### src/verilog/irq_ctrl_pkg.sv
// Constants, offsets and types shared by the interrupt controller files.
package irq_ctrl_pkg;

    // Number of external interrupt lines handled by the controller.
    localparam int NUM_LINES = 32;
    // Width of one priority field and the number of fields per priority word.
    localparam int PRIO_BITS      = 8;
    localparam int PRIO_PER_WORD  = 4;
    // Number of priority words and the width of their word index.
    localparam int PRIO_WORDS     = 8;
    localparam int PRIO_IDX_W     = 3;
    // Register byte addresses in the system control space.
    localparam logic [31:0] ENABLE_SET_ADDR    = 32'hE000E100;
    localparam logic [31:0] ENABLE_CLEAR_ADDR  = 32'hE000E180;
    localparam logic [31:0] PENDING_SET_ADDR   = 32'hE000E200;
    localparam logic [31:0] PENDING_CLEAR_ADDR = 32'hE000E280;
    localparam logic [31:0] PRIO_BASE_ADDR     = 32'hE000E400;
    localparam logic [31:0] PRIO_LAST_ADDR     = 32'hE000E41C;
    // Field positions of the word index inside a priority address.
    localparam int PRIO_IDX_LSB = 2;
    localparam int PRIO_IDX_MSB = 4;
    // Reset values of every register in the map.
    localparam logic [31:0] ENABLE_RESET   = 32'h00000000;
    localparam logic [31:0] PENDING_RESET  = 32'h00000000;
    localparam logic [31:0] PRIO_RESET     = 32'h00000000;
    localparam logic [31:0] READ_NONE_DATA = 32'h00000000;
    // Clock edges from a taken read to its data on the read port.
    localparam int READ_LATENCY = 2;

    // Which register a read in flight is returning.
    typedef enum logic [2:0] {
        SEL_NONE    = 3'b000,
        SEL_ENABLE  = 3'b001,
        SEL_PENDING = 3'b010,
        SEL_PRIO    = 3'b011
    } read_sel_t;

endpackage : irq_ctrl_pkg

### src/verilog/prio_mem.sv
// Small register memory that holds the packed interrupt priority words.
`timescale 1ns/1ps
module prio_mem #(
    parameter int WIDTH  = 32,
    parameter int DEPTH  = 8,
    parameter int ADDR_W = 3
) (
    input  wire logic              clk_in,
    input  wire logic              rst_in,
    input  wire logic              wr_en_in,
    input  wire logic [ADDR_W-1:0] wr_addr_in,
    input  wire logic [WIDTH-1:0]  wr_data_in,
    input  wire logic              rd_en_in,
    input  wire logic [ADDR_W-1:0] rd_addr_in,
    output logic      [WIDTH-1:0]  rd_data_out
);

    // The storage words; reset clears every priority to zero.
    logic [WIDTH-1:0] mem_reg [DEPTH];
    // Registered read data, so the word leaves this module from a flip-flop.
    logic [WIDTH-1:0] rd_data_reg;

    // Write port: whole words only, the caller masks fields that do not exist.
    always_ff @(posedge clk_in or posedge rst_in)
    begin
        if (rst_in)
        begin
            for (int i = 0; i < DEPTH; i++)
            begin
                mem_reg[i] <= WIDTH'(irq_ctrl_pkg::PRIO_RESET);
            end
        end
        else if (wr_en_in)
        begin
            mem_reg[wr_addr_in] <= wr_data_in;
        end
    end

    // Read port: data appears one edge after the request.
    always_ff @(posedge clk_in or posedge rst_in)
    begin
        if (rst_in)
        begin
            rd_data_reg <= '0;
        end
        else if (rd_en_in)
        begin
            rd_data_reg <= mem_reg[rd_addr_in];
        end
    end

    assign rd_data_out = rd_data_reg;

endmodule : prio_mem

### src/verilog/nested_interrupt_controller.sv
// Interrupt controller: per-line enable, pending and active state with its registers.
// Contract
// - Thirty-two lines, each with enable, pending, priority.
// - New pulse while active sets pending again.
// - Many pulses while active give one event.
// - Level still high at return re-pends line.
// - Write-one enables or disables; both read enables.
// - Disabled asserted line still becomes pending.
// - Disabling keeps active; blocks any new activation.
// - Missing lines tie enable low; fixed lines high.
// - Write-one sets or clears pending; both read pending.
// - Clearing pending never touches active state.
// - Software set and clear pending chosen per line.
// - Eight-bit priorities, four to each word.
// - Inputs active high, level or pulse per line.
// - Edge is low then high on clock edges.
// - Assert on edge, or high at resample strobes.
// - Deassert only on clear-pending write while low.
// - Entry or deassert clears; assert or write sets.
// - Same-cycle set and clear: set wins here.
// - Bit n of enable and pending registers is line n.
`timescale 1ns/1ps
module nested_interrupt_controller #(
    parameter logic [31:0] IMPL_MASK   = 32'hFFFFFFFF,
    parameter logic [31:0] FIXED_EN    = 32'h00000000,
    parameter logic [31:0] SW_SET_MASK = 32'hFFFFFFFF,
    parameter logic [31:0] SW_CLR_MASK = 32'hFFFFFFFF
) (
    input  wire logic        clk_in,
    input  wire logic        rst_in,
    input  wire logic [31:0] irq_in,
    input  wire logic [31:0] exc_entry_strobe_in,
    input  wire logic [31:0] exc_return_strobe_in,
    input  wire logic        clear_active_vector_strobe_in,
    input  wire logic [31:0] reg_addr_in,
    input  wire logic        reg_wr_in,
    input  wire logic [31:0] reg_wdata_in,
    input  wire logic        reg_rd_in,
    output logic      [31:0] reg_rdata_out,
    output logic             reg_rvalid_out,
    output logic      [31:0] irq_request_out,
    output logic      [31:0] active_out,
    output logic      [31:0] enable_out,
    output logic      [31:0] pending_out
);

    // Keeps the priority bytes of lines that do not exist reading as zero.
    function automatic logic [31:0] prio_word_mask(input logic [2:0] idx);
        logic [31:0] m;
        m = '0;
        for (int f = 0; f < irq_ctrl_pkg::PRIO_PER_WORD; f++)
        begin
            if (IMPL_MASK[32'(idx) * irq_ctrl_pkg::PRIO_PER_WORD + f])
            begin
                m[f*irq_ctrl_pkg::PRIO_BITS +: irq_ctrl_pkg::PRIO_BITS] = 8'hFF;
            end
        end
        return m;
    endfunction : prio_word_mask

    // Two-stage synchroniser and history flop for the peripheral lines.
    logic [31:0] irq_meta_reg;   // First stage, read only by the second.
    logic [31:0] irq_sync_reg;   // Safe sampled level of each line.
    logic [31:0] irq_prev_reg;   // Level one edge earlier, for edge detection.
    // Controller state, one bit per line.
    // thirty-two lines kept
    logic [31:0] enable_reg;
    logic [31:0] pending_reg;
    logic [31:0] active_reg;
    logic [31:0] irq_request_reg;
    // Read pipeline state.
    irq_ctrl_pkg::read_sel_t rd_sel_reg;
    logic                    rd_valid_reg;
    logic [31:0]             rdata_reg;
    logic                    rvalid_reg;
    logic [2:0]              rd_idx_reg;
    // Combinational decode and per-line events.
    logic        wr_en_set, wr_en_clr, wr_pend_set, wr_pend_clr, wr_prio, rd_prio;
    logic [2:0]  prio_idx;
    logic [31:0] prio_rdata;
    logic [31:0] rise_w, resample_high_cond, resample_low_cond;
    logic [31:0] assert_event, deassert_event;
    logic [31:0] pend_set_cond, pend_clear_cond, entry_ok;
    logic [31:0] enable_next, pending_next, active_next;

    // Address decode of the five register groups; other addresses are ignored.
    always_comb
    begin
        wr_en_set   = reg_wr_in && (reg_addr_in == irq_ctrl_pkg::ENABLE_SET_ADDR);
        wr_en_clr   = reg_wr_in && (reg_addr_in == irq_ctrl_pkg::ENABLE_CLEAR_ADDR);
        wr_pend_set = reg_wr_in && (reg_addr_in == irq_ctrl_pkg::PENDING_SET_ADDR);
        wr_pend_clr = reg_wr_in && (reg_addr_in == irq_ctrl_pkg::PENDING_CLEAR_ADDR);
        rd_prio     = (reg_addr_in >= irq_ctrl_pkg::PRIO_BASE_ADDR)
                   && (reg_addr_in <= irq_ctrl_pkg::PRIO_LAST_ADDR)
                   && (reg_addr_in[1:0] == 2'h0);
        wr_prio     = reg_wr_in && rd_prio;
        prio_idx    = reg_addr_in[irq_ctrl_pkg::PRIO_IDX_MSB:irq_ctrl_pkg::PRIO_IDX_LSB];
    end

    // Peripheral lines come from outside this logic, so they are synchronised.
    // active-high lines sampled
    always_ff @(posedge clk_in or posedge rst_in)
    begin
        if (rst_in)
        begin
            irq_meta_reg <= '0;
            irq_sync_reg <= '0;
            irq_prev_reg <= '0;
        end
        else
        begin
            irq_meta_reg <= irq_in;
            irq_sync_reg <= irq_meta_reg;
            irq_prev_reg <= irq_sync_reg;
        end
    end

    // Per-line events. Level and pulse lines share one equation: a pulse that
    // is dropped before the resample strobes simply never looks like a level.
    always_comb
    begin
        rise_w             = irq_sync_reg & ~irq_prev_reg;
        resample_high_cond = {32{clear_active_vector_strobe_in}} | exc_return_strobe_in;
        resample_low_cond  = {32{wr_pend_clr}} & reg_wdata_in & SW_CLR_MASK;
        assert_event       = rise_w | (irq_sync_reg & resample_high_cond);
        deassert_event     = ~irq_sync_reg & resample_low_cond;
        entry_ok           = exc_entry_strobe_in & enable_reg & pending_reg;
        pend_clear_cond    = entry_ok | deassert_event;
        pend_set_cond      = assert_event | ({32{wr_pend_set}} & reg_wdata_in & SW_SET_MASK);
        pending_next       = (pend_set_cond | (pending_reg & ~pend_clear_cond)) & IMPL_MASK;
        enable_next        = (((enable_reg | ({32{wr_en_set}} & reg_wdata_in))
                             & ~({32{wr_en_clr}} & reg_wdata_in)) | FIXED_EN) & IMPL_MASK;
        active_next        = (active_reg | entry_ok)
                           & ~exc_return_strobe_in & ~{32{clear_active_vector_strobe_in}};
    end

    // Enable state; writing zero bits leaves lines untouched.
    always_ff @(posedge clk_in or posedge rst_in)
    begin
        if (rst_in)
        begin
            enable_reg <= irq_ctrl_pkg::ENABLE_RESET | (FIXED_EN & IMPL_MASK);
        end
        else
        begin
            enable_reg <= enable_next;
        end
    end

    // Pending state is evaluated once per clock from the events above.
    always_ff @(posedge clk_in or posedge rst_in)
    begin
        if (rst_in)
        begin
            pending_reg <= irq_ctrl_pkg::PENDING_RESET;
        end
        else
        begin
            pending_reg <= pending_next;
        end
    end

    // Active state and the request presented to the core's arbitration.
    always_ff @(posedge clk_in or posedge rst_in)
    begin
        if (rst_in)
        begin
            active_reg      <= '0;
            irq_request_reg <= '0;
        end
        else
        begin
            active_reg      <= active_next;
            irq_request_reg <= pending_next & enable_next;
        end
    end

    // Priority words live in their own memory; absent fields never store.
    prio_mem #(
        .WIDTH  (32),
        .DEPTH  (irq_ctrl_pkg::PRIO_WORDS),
        .ADDR_W (irq_ctrl_pkg::PRIO_IDX_W)
    ) u_prio_mem (
        .clk_in      (clk_in),
        .rst_in      (rst_in),
        .wr_en_in    (wr_prio),
        .wr_addr_in  (prio_idx),
        .wr_data_in  (reg_wdata_in & prio_word_mask(prio_idx)),
        .rd_en_in    (reg_rd_in && rd_prio),
        .rd_addr_in  (prio_idx),
        .rd_data_out (prio_rdata)
    );

    // First read stage: remember what was asked while memory is read.
    always_ff @(posedge clk_in or posedge rst_in)
    begin
        if (rst_in)
        begin
            rd_sel_reg   <= irq_ctrl_pkg::SEL_NONE;
            rd_valid_reg <= 1'b0;
            rd_idx_reg   <= '0;
        end
        else
        begin
            rd_valid_reg <= reg_rd_in;
            rd_idx_reg   <= prio_idx;
            if (!reg_rd_in)
            begin
                rd_sel_reg <= irq_ctrl_pkg::SEL_NONE;
            end
            else if (reg_addr_in == irq_ctrl_pkg::ENABLE_SET_ADDR
                  || reg_addr_in == irq_ctrl_pkg::ENABLE_CLEAR_ADDR)
            begin
                rd_sel_reg <= irq_ctrl_pkg::SEL_ENABLE;
            end
            else if (reg_addr_in == irq_ctrl_pkg::PENDING_SET_ADDR
                  || reg_addr_in == irq_ctrl_pkg::PENDING_CLEAR_ADDR)
            begin
                rd_sel_reg <= irq_ctrl_pkg::SEL_PENDING;
            end
            else if (rd_prio)
            begin
                rd_sel_reg <= irq_ctrl_pkg::SEL_PRIO;
            end
            else
            begin
                // Unmapped and reserved addresses read as zero.
                rd_sel_reg <= irq_ctrl_pkg::SEL_NONE;
            end
        end
    end

    // Second read stage: the answer, two edges after the request.
    always_ff @(posedge clk_in or posedge rst_in)
    begin
        if (rst_in)
        begin
            rdata_reg  <= irq_ctrl_pkg::READ_NONE_DATA;
            rvalid_reg <= 1'b0;
        end
        else
        begin
            rvalid_reg <= rd_valid_reg;
            case (rd_sel_reg)
                irq_ctrl_pkg::SEL_ENABLE:  rdata_reg <= enable_reg;
                irq_ctrl_pkg::SEL_PENDING: rdata_reg <= pending_reg;
                irq_ctrl_pkg::SEL_PRIO:    rdata_reg <= prio_rdata & prio_word_mask(rd_idx_reg);
                irq_ctrl_pkg::SEL_NONE:    rdata_reg <= irq_ctrl_pkg::READ_NONE_DATA;
                default:                   rdata_reg <= irq_ctrl_pkg::READ_NONE_DATA;
            endcase
        end
    end

    // All outputs leave straight from flip-flops.
    assign reg_rdata_out   = rdata_reg;
    assign reg_rvalid_out  = rvalid_reg;
    assign irq_request_out = irq_request_reg;
    assign active_out      = active_reg;
    assign enable_out      = enable_reg;
    assign pending_out     = pending_reg;
endmodule : nested_interrupt_controller

### config.mk
export PLATFORM = sky130hd
export DESIGN_NAME = nested_interrupt_controller
export DESIGN_NICKNAME = d
export VERILOG_FILES = /design/src/verilog/irq_ctrl_pkg.sv /design/src/verilog/prio_mem.sv /design/src/verilog/nested_interrupt_controller.sv
export SDC_FILE = /design/constraint.sdc
export NUM_CORES = 1
export LEC_CHECK = 0
export ABC_AREA = 1
export BUFFER_PORTS_ARGS = -buffer_cell sky130_fd_sc_hd__buf_2
export CAP_MARGIN = 25
export CORE_ASPECT_RATIO = 1.1
export CORE_MARGIN = 2
export CORE_UTILIZATION = 35
export CTS_CLUSTER_SIZE = 14
export DETAILED_ROUTE_END_ITERATION = 12
export SKIP_CTS_REPAIR_TIMING = 1
export SLEW_MARGIN = 20
export SYNTH_ARGS = -nofsm -noshare
export SYNTH_HDL_FRONTEND = slang
export SYNTH_SLANG_ARGS = --single-unit
### constraint.sdc
create_clock -name clk_in -period 19.6 [get_ports clk_in]
set_clock_uncertainty 0.05 [all_clocks]
set_input_delay 0.98 -clock clk_in [delete_from_list [all_inputs] [get_ports clk_in]]
set_output_delay 0.98 -clock clk_in [all_outputs]
set_load 0.01 [all_outputs]
* Word level (Yosys, flattened, before mapping)
Memory sizes are Yosys's and may differ from the RTL's.
Index checks and enable logic that the tools add are counted.
** Storage, ports and cells
- Bits in registers :: 552
- Latch bits :: 0
- RAM bits :: 0
- Bits in read-only memories :: 208
- Bits of input ports :: 165
- Output and inout bits :: 161
- Word-level logic and storage cells :: 127
- Memories kept :: 8
** Memories
- (name not given) :: words 32, bits a word 1, read ports 1, clocked after memory_dff 0, write ports 0, line nested_interrupt_controller.sv:53 : if (IMPL_MASK[32'(idx) * irq_ctrl_pkg::PRIO_PER_WORD + f])
- (name not given) :: words 32, bits a word 1, read ports 1, clocked after memory_dff 0, write ports 0, line nested_interrupt_controller.sv:53
- (name not given) :: words 32, bits a word 1, read ports 1, clocked after memory_dff 0, write ports 0, line nested_interrupt_controller.sv:53
- (name not given) :: words 32, bits a word 1, read ports 1, clocked after memory_dff 0, write ports 0, line nested_interrupt_controller.sv:53
- (name not given) :: words 32, bits a word 1, read ports 1, clocked after memory_dff 0, write ports 0, line nested_interrupt_controller.sv:53
- (name not given) :: words 32, bits a word 1, read ports 1, clocked after memory_dff 0, write ports 0, line nested_interrupt_controller.sv:53
- +2 memories
** Operators by class
- $add $sub $neg :: 6
- $mul :: 0
- Divide/modulo/power cells :: 0
- $lt $le $gt $ge :: 12
- Equality and inequality tests :: 7
- Shift-type cells :: 0
- Muxes and demuxes :: 31
- Bitwise gates (word level) :: 30
- Reductions and logical operators :: 12
** Operators with widths (number)
- 32-bit bitwise AND :: 16
- 256-bit bitwise mux :: 1
- 32-bit OR :: 7
- 32-bit inverter :: 6
- 32-bit equality test (second input constant) :: 4
- 32-bit binary-select mux with 3-bit select :: 1
- 32-bit demux with 3-bit select :: 1
- 32-bit two-way mux :: 3
- 8-bit two-way mux :: 12
- 32-bit case mux with 3 select lines :: 1
- 6-bit less-than comparator (second input constant) :: 6
- 32-bit greater-or-equal comparator (second input constant) :: 1
- 32-bit less-or-equal comparator (second input constant) :: 1
- 5-bit by 2-bit adder with 6-bit output (second input constant) :: 4
- 5-bit by 1-bit adder with 6-bit output (second input constant) :: 2
- 5-bit by 6-bit less-than comparator with 1-bit output (second input constant) :: 2
- 1-bit logical AND :: 9
- 1-bit two-way mux :: 8
- 3-bit by 2-bit equality test with 1-bit output (second input constant) :: 2
- 2-bit two-way mux :: 3
- 4-bit greater-or-equal comparator (second input constant) :: 1
- 4-bit by 1-bit less-than comparator with 1-bit output (second input constant) :: 1
- 3-bit inverter with 4-bit output :: 1
- 3-bit by 1-bit equality test with 1-bit output (second input constant) :: 1
- other kinds (3) :: 4

* Logic depth before layout (Yosys ltp)
- Depth after elaboration :: 9
- Mapped depth :: 11
- Gate-level depth less buffers :: 10

* Cells and area by module
A second synthesis with hierarchy kept.
** Unflattened totals
- Cell total of the unflattened synthesis :: 2902
- Area total of the unflattened synthesis :: 24218.2 µm²
** By module, submodules not included
- prio_mem :: instances 1, cells each 1725, area an instance 13272.7 µm², sequential area each 7206.9 µm²
- nested_interrupt_controller :: instances 1, cells each 1177, area an instance 10945.5 µm², sequential area each 6506.2 µm²

* Worst setup path after synthesis
OpenSTA, ideal clock, no wires.
- Kind :: input port to flip-flop
- Start point :: input reg_addr_in[4]
- End point :: register irq_request_reg[28] (netlist: irq_request_out[28])
- Library setup time :: 0.121 ns
- Data arrival time :: 2.213 ns
- Data required time :: 19.429 ns
- Setup slack :: 17.216 ns
- Cell stages on the path :: 10
- Buffers on the path :: 2
- Cells stage by stage :: buf_2 -> nor2_1 -> nand3b_1 -> nor2_4 -> nand2_1 -> nor3b_2 -> buf_4 -> nand2_1 -> nand2_1 -> a21oi_1
** Between the ends
- Cells in the longest elaborated chain, start to end :: 9
- Elaborated cells on any way between the ends :: 22
- Classes of those cells :: eq/ne (4); bitwise (14); reduce/logical (4)
** Ends and longest elaborated chain
- start: declaration :: line nested_interrupt_controller.sv:35 : input wire logic [31:0] reg_addr_in,
- 32-bit equality test :: line nested_interrupt_controller.sv:92 : wr_pend_clr = reg_wr_in && (reg_addr_in == irq_ctrl_pkg::PENDING_CLEAR_ADDR);
- 1-bit logical AND :: line nested_interrupt_controller.sv:92
- 32-bit bitwise AND :: line nested_interrupt_controller.sv:124 : resample_low_cond = {32{wr_pend_clr}} & reg_wdata_in & SW_CLR_MASK;
- 32-bit bitwise AND :: line nested_interrupt_controller.sv:126 : deassert_event = ~irq_sync_reg & resample_low_cond;
- 32-bit OR :: line nested_interrupt_controller.sv:128 : pend_clear_cond = entry_ok | deassert_event;
- 32-bit inverter :: line nested_interrupt_controller.sv:130 : pending_next = (pend_set_cond | (pending_reg & ~pend_clear_cond)) & IMPL_MASK;
- 32-bit bitwise AND :: line nested_interrupt_controller.sv:130
- 32-bit OR :: line nested_interrupt_controller.sv:130
- 32-bit bitwise AND * :: line nested_interrupt_controller.sv:174 : irq_request_reg <= pending_next & enable_next;
- end signal: assignment :: line nested_interrupt_controller.sv:174
- end: declaration :: line nested_interrupt_controller.sv:70 : logic [31:0] irq_request_reg;
Mark *: on every way between the ends. The rest lies on a longest branch, timed or not.
A chain may end at the register's enable or synchronous reset.

* Final worst setup path
- Start point :: input reg_addr_in[23]
- End point :: register u_prio_mem.rd_data_reg[21] (netlist: u_prio_mem.rd_data_out[21])
** Between the ends
- Cells in the longest elaborated chain, start to end :: 4
- Elaborated cells on any way between the ends :: 5
- Classes of those cells :: order compare (2); reduce/logical (3)
** Ends and longest elaborated chain
- 32-bit greater-or-equal comparator or 32-bit less-or-equal comparator (tied branches) :: line nested_interrupt_controller.sv:93, nested_interrupt_controller.sv:94
- 1-bit logical AND * :: line nested_interrupt_controller.sv:94 : && (reg_addr_in <= irq_ctrl_pkg::PRIO_LAST_ADDR)
- 1-bit logical AND * :: line nested_interrupt_controller.sv:95 : && (reg_addr_in[1:0] == 2'h0);
- 1-bit logical AND * :: line nested_interrupt_controller.sv:189 : .rd_en_in (reg_rd_in && rd_prio),
- end signal: assignment :: line prio_mem.sv:48 : rd_data_reg <= mem_reg[rd_addr_in];
- end: declaration :: line prio_mem.sv:21 : logic [WIDTH-1:0] rd_data_reg;
Marks and branches as above.

==> metrics.md <==
| Metric | Value |
|---|---|
| Max-Cap Viols | 0 |
| Overall routing resource usage | around 20% |
| Largest register FFs | around 260 |
| Dpl hpwl | approximately 45000 µm |
| Height of the die | around 280 µm |
| Hold depth | 0 |
| Initial DRC count | 1988 |
| Top-count cell post-synth | nand2_1 |
| DR WL/cell | 18.1 µm |
| Worst hold path endpoint | irq_sync_reg[7] |
| Relative slew margins | 29.0% |
| #FFs+latches synth | 548 |
| Sequential Area | 0.0137 mm² |
| Final worst-path cycle share | 22.3% |
| First-pass GRT wire length | 114000 µm |
| GRT busiest layer | met2 |
| Worst Path Arrival | 4830 ps |
| Worst skew pair latency | 620 ps |
| EDFF count, synth | 0 |
| Tmin final | 4370 ps |
| Worst hold start | irq_meta_reg[7] |
| Synth cell count leaders | 1007 x nand2_1, 548 x dfrtp_1, 335 x nand4_1, 243 x inv_1, 149 x nand3_1 |
| CP startpoint kind | input pin |
| Clock buffer depth | 3 |
| Clk pwr share | 45.8% |
| Post-Place Setup Slack | 14580 ps |
| Worst R2R Setup Slack | 17640 ps |
| Crit Path Class | in2reg |
| Switching power total | 0.586 mW |
| Synth warn | 0 |
| Mapped cell area | 0.0242 mm² |
| Worst Path Required | about 20000 ps |
| Cell-internal power | 1.85 mW |
| Wirelength, routed | 72800 µm |
| Worst r2r path cells | 5 |
| Outcome | finished clean |
| HP Class | reg2reg |
| Cell taking the most area after synthesis | dfrtp_1 |
| Die width | about 250 µm |
| IO Pins | 326 |
| Layout cell share with drive strength beyond 1 | 16.8% |
| Pwr/cell area | 85.7 mW/mm² |
| CORE AREA | about 0.069 mm² |
| Initial Util | roughly a third |
| Grt met1 use | approximately 28% |
| Largest net degree at the start of global routing | 171 |
| Ys flop type | dfrtp_1 |
| Synthesized area per cell | 8.54 µm² |
| Switch share | about a quarter |
| Gate Count Post-Synth | 2838 |
| Initial antenna violation count | 2 |
| Via/cell ratio | 5.10 |
| Layout filler cell count | 6935 |
| Setup ws final | 15230 ps |
| Max IR drop VDD | between 0.05 and 0.06 mV |
| Syn_nets | 3003 |
| Total design power | 2.44 mW |
| Share of Yosys cell area claimed by the top area cell type | a little under three fifths |
| Final Net Count | 3213 |
| IO Port Bufs | around 330 |
| Multi-input gate area | around 0.0086 mm² |
| Yosys cell types | 34 |
| Clock transition at path regs | around 60 ps |
| Clock Sinks | 548 |
| Clock root cell | clkbuf_16 |
| Detail Route Antenna Nets | 0 |
| Maximum net fanout on the critical path | between 60 and 70 |
| Post-synth ARST share | 100% |
| Grt total ovfl | 0 |
| CTS H-tree depth | 2 |
| Hold Fails Final Rpt | 0 |
| Achievable Freq | 0.229 GHz |
| Synth area leaders | dfrtp_1 57%, nand2_1 16%, nand4_1 8.6%, inv_1 3.8%, nand3_1 3.1% |
| Slowest cell on crit path | nand2_2 |
| Worst slew pin tran | 1070 ps |
| Register area share after synthesis | between 50% and 60% |
| Total number of vias | 20500 |
| Flop pwr share | 47.9% |
| DRC | 0 |
| Row count | about 100 |
| Final setup viols | 0 |
| Finished Core Util | just over 40% |
| Endpoint class of the critical path | flop |
| Crit-path cells | buf_2, nor2_1, nand2_1, nor2_2, and2_1, nand3_2, nor2_4, buf_4, buf_4, buf_4, nand2_2, o21ai_0 |
| Max stage delay on crit path | approximately 700 ps |
| LEAKAGE | 14.8 nW |
| Most used cell, CP | buf_4 |
| RSZ-0062 raised after global routing | false |
| Area growth from synthesis to final layout | 17.3% |
| DRT Pass-1 Iters | 5 |
| Met3 Usage GRT | 2.53% |
| Comb pwr share | 6.2% |
| Critical R2R Launch | rd_sel_reg[1] |
| Fin Setup TNS | 0 ps |
| Vias in the first global route | 19500 |
| Met2 Usage GRT | 32.9% |
| CTS Buf Count | 57 |
| Die footprint | 0.0714 mm² |
| Max Slew Vio Count | 0 |
| Reg-to-reg endpoint | reg_rdata_out[9] |
| Final RePlAce weighted congestion | about 0.82 |
| TritonCTS clock tree | yes |
power groups by stage:
stage	Clock, mW	Sequential (mW)	Combinational [mW]
detailed placement	0	1.19	0.152
global placement	0	1.19	0.152
finish	1.12	1.17	0.152
CTS	1.14	1.17	0.153
global route	1.19	1.17	0.170
floorplan	0	1.19	0.0782
worst max path at each step:
stage | startpoint | end | slack (ps)
2_1_floorplan | rst_in | active_out[0] | 3250
3_5_place_dp | reg_addr_in[23] | u_prio_mem.rd_data_out[21] | 14580
3_3_place_gp | reg_addr_in[23] | u_prio_mem.rd_data_out[21] | 14610
6_report | reg_addr_in[23] | u_prio_mem.rd_data_out[21] | 15230
4_1_cts | reg_addr_in[23] | u_prio_mem.rd_data_out[21] | 15210
5_1_grt | reg_addr_in[23] | u_prio_mem.rd_data_out[21] | 14810
cells in the final DEF, fill, tap and decap left out, types with 3 or more instances in the layout:
| master | count |
|---|---|
| inv_1 | 239 |
| buf_4 | 34 |
| clkbuf_1 | 14 |
| buf_2 | 324 |
| nor2_4 | 5 |
| a21oi_1 | 101 |
| bufinv_16 | 4 |
| nand3_2 | 7 |
| a22oi_1 | 12 |
| nand3_1 | 149 |
| dfrtp_1 | 548 |
| buf_16 | 5 |
| o21ai_0 | 54 |
| clkbuf_16 | 58 |
| nand4_1 | 335 |
| inv_2 | 5 |
| or2_2 | 33 |
| a211oi_1 | 3 |
| nor2_1 | 65 |
| nor3_2 | 4 |
| nand2_1 | 1007 |
| buf_12 | 4 |
| o221ai_1 | 30 |
| a22o_1 | 7 |
| clkinv_2 | 11 |
| clkbuf_8 | 15 |
area by class of cell:
cell class / instances / area share [%]
diodes: 2 / 0.0176
clock buffers: 87 / 6.02
clock inverters: 19 / 0.801
inverters: 245 / 3.26
multi-input cells: 1827 / 30.1
flip-flops and latches: 548 / 48.2
well taps: 927 / 4.08
repair buffers: 369 / 7.47
routing by layer:
metal	vias to the layer above	part of all wire, %
met2	652	48
li1	9748	-
met5	-	0
met4	0	2.2
met3	96	6.0
met1	10000	44
metrics by stage:
stage | cells | cell area (µm²) | hold slack, ps
global placement | 3907 | 26300 | 282
floorplan | 2838 | 24200 | 281
global route | 4024 | 28400 | 291
detailed placement | 3912 | 26400 | 285
CTS | 4018 | 28300 | 289
finish | 4024 | 28400 | 289
critical path, delay by kind of cell:
family	cells	cell delay [ps]
buffers and inverters	4	1920
and+or+nand+nor	7	1510
AOI/OAI and AO/OA	1	360
cell families (layout without fill, tap and decap cells):
group	count (synthesis)	after routing	share of synthesized area, %
simple gates	1613	1613	29.9
flops	548	548	56.6
buf+inv	463	720	8.31
compound gates	214	214	5.20
other cells	0	2	0
Note: power is estimated with default switching activity, not from simulation.
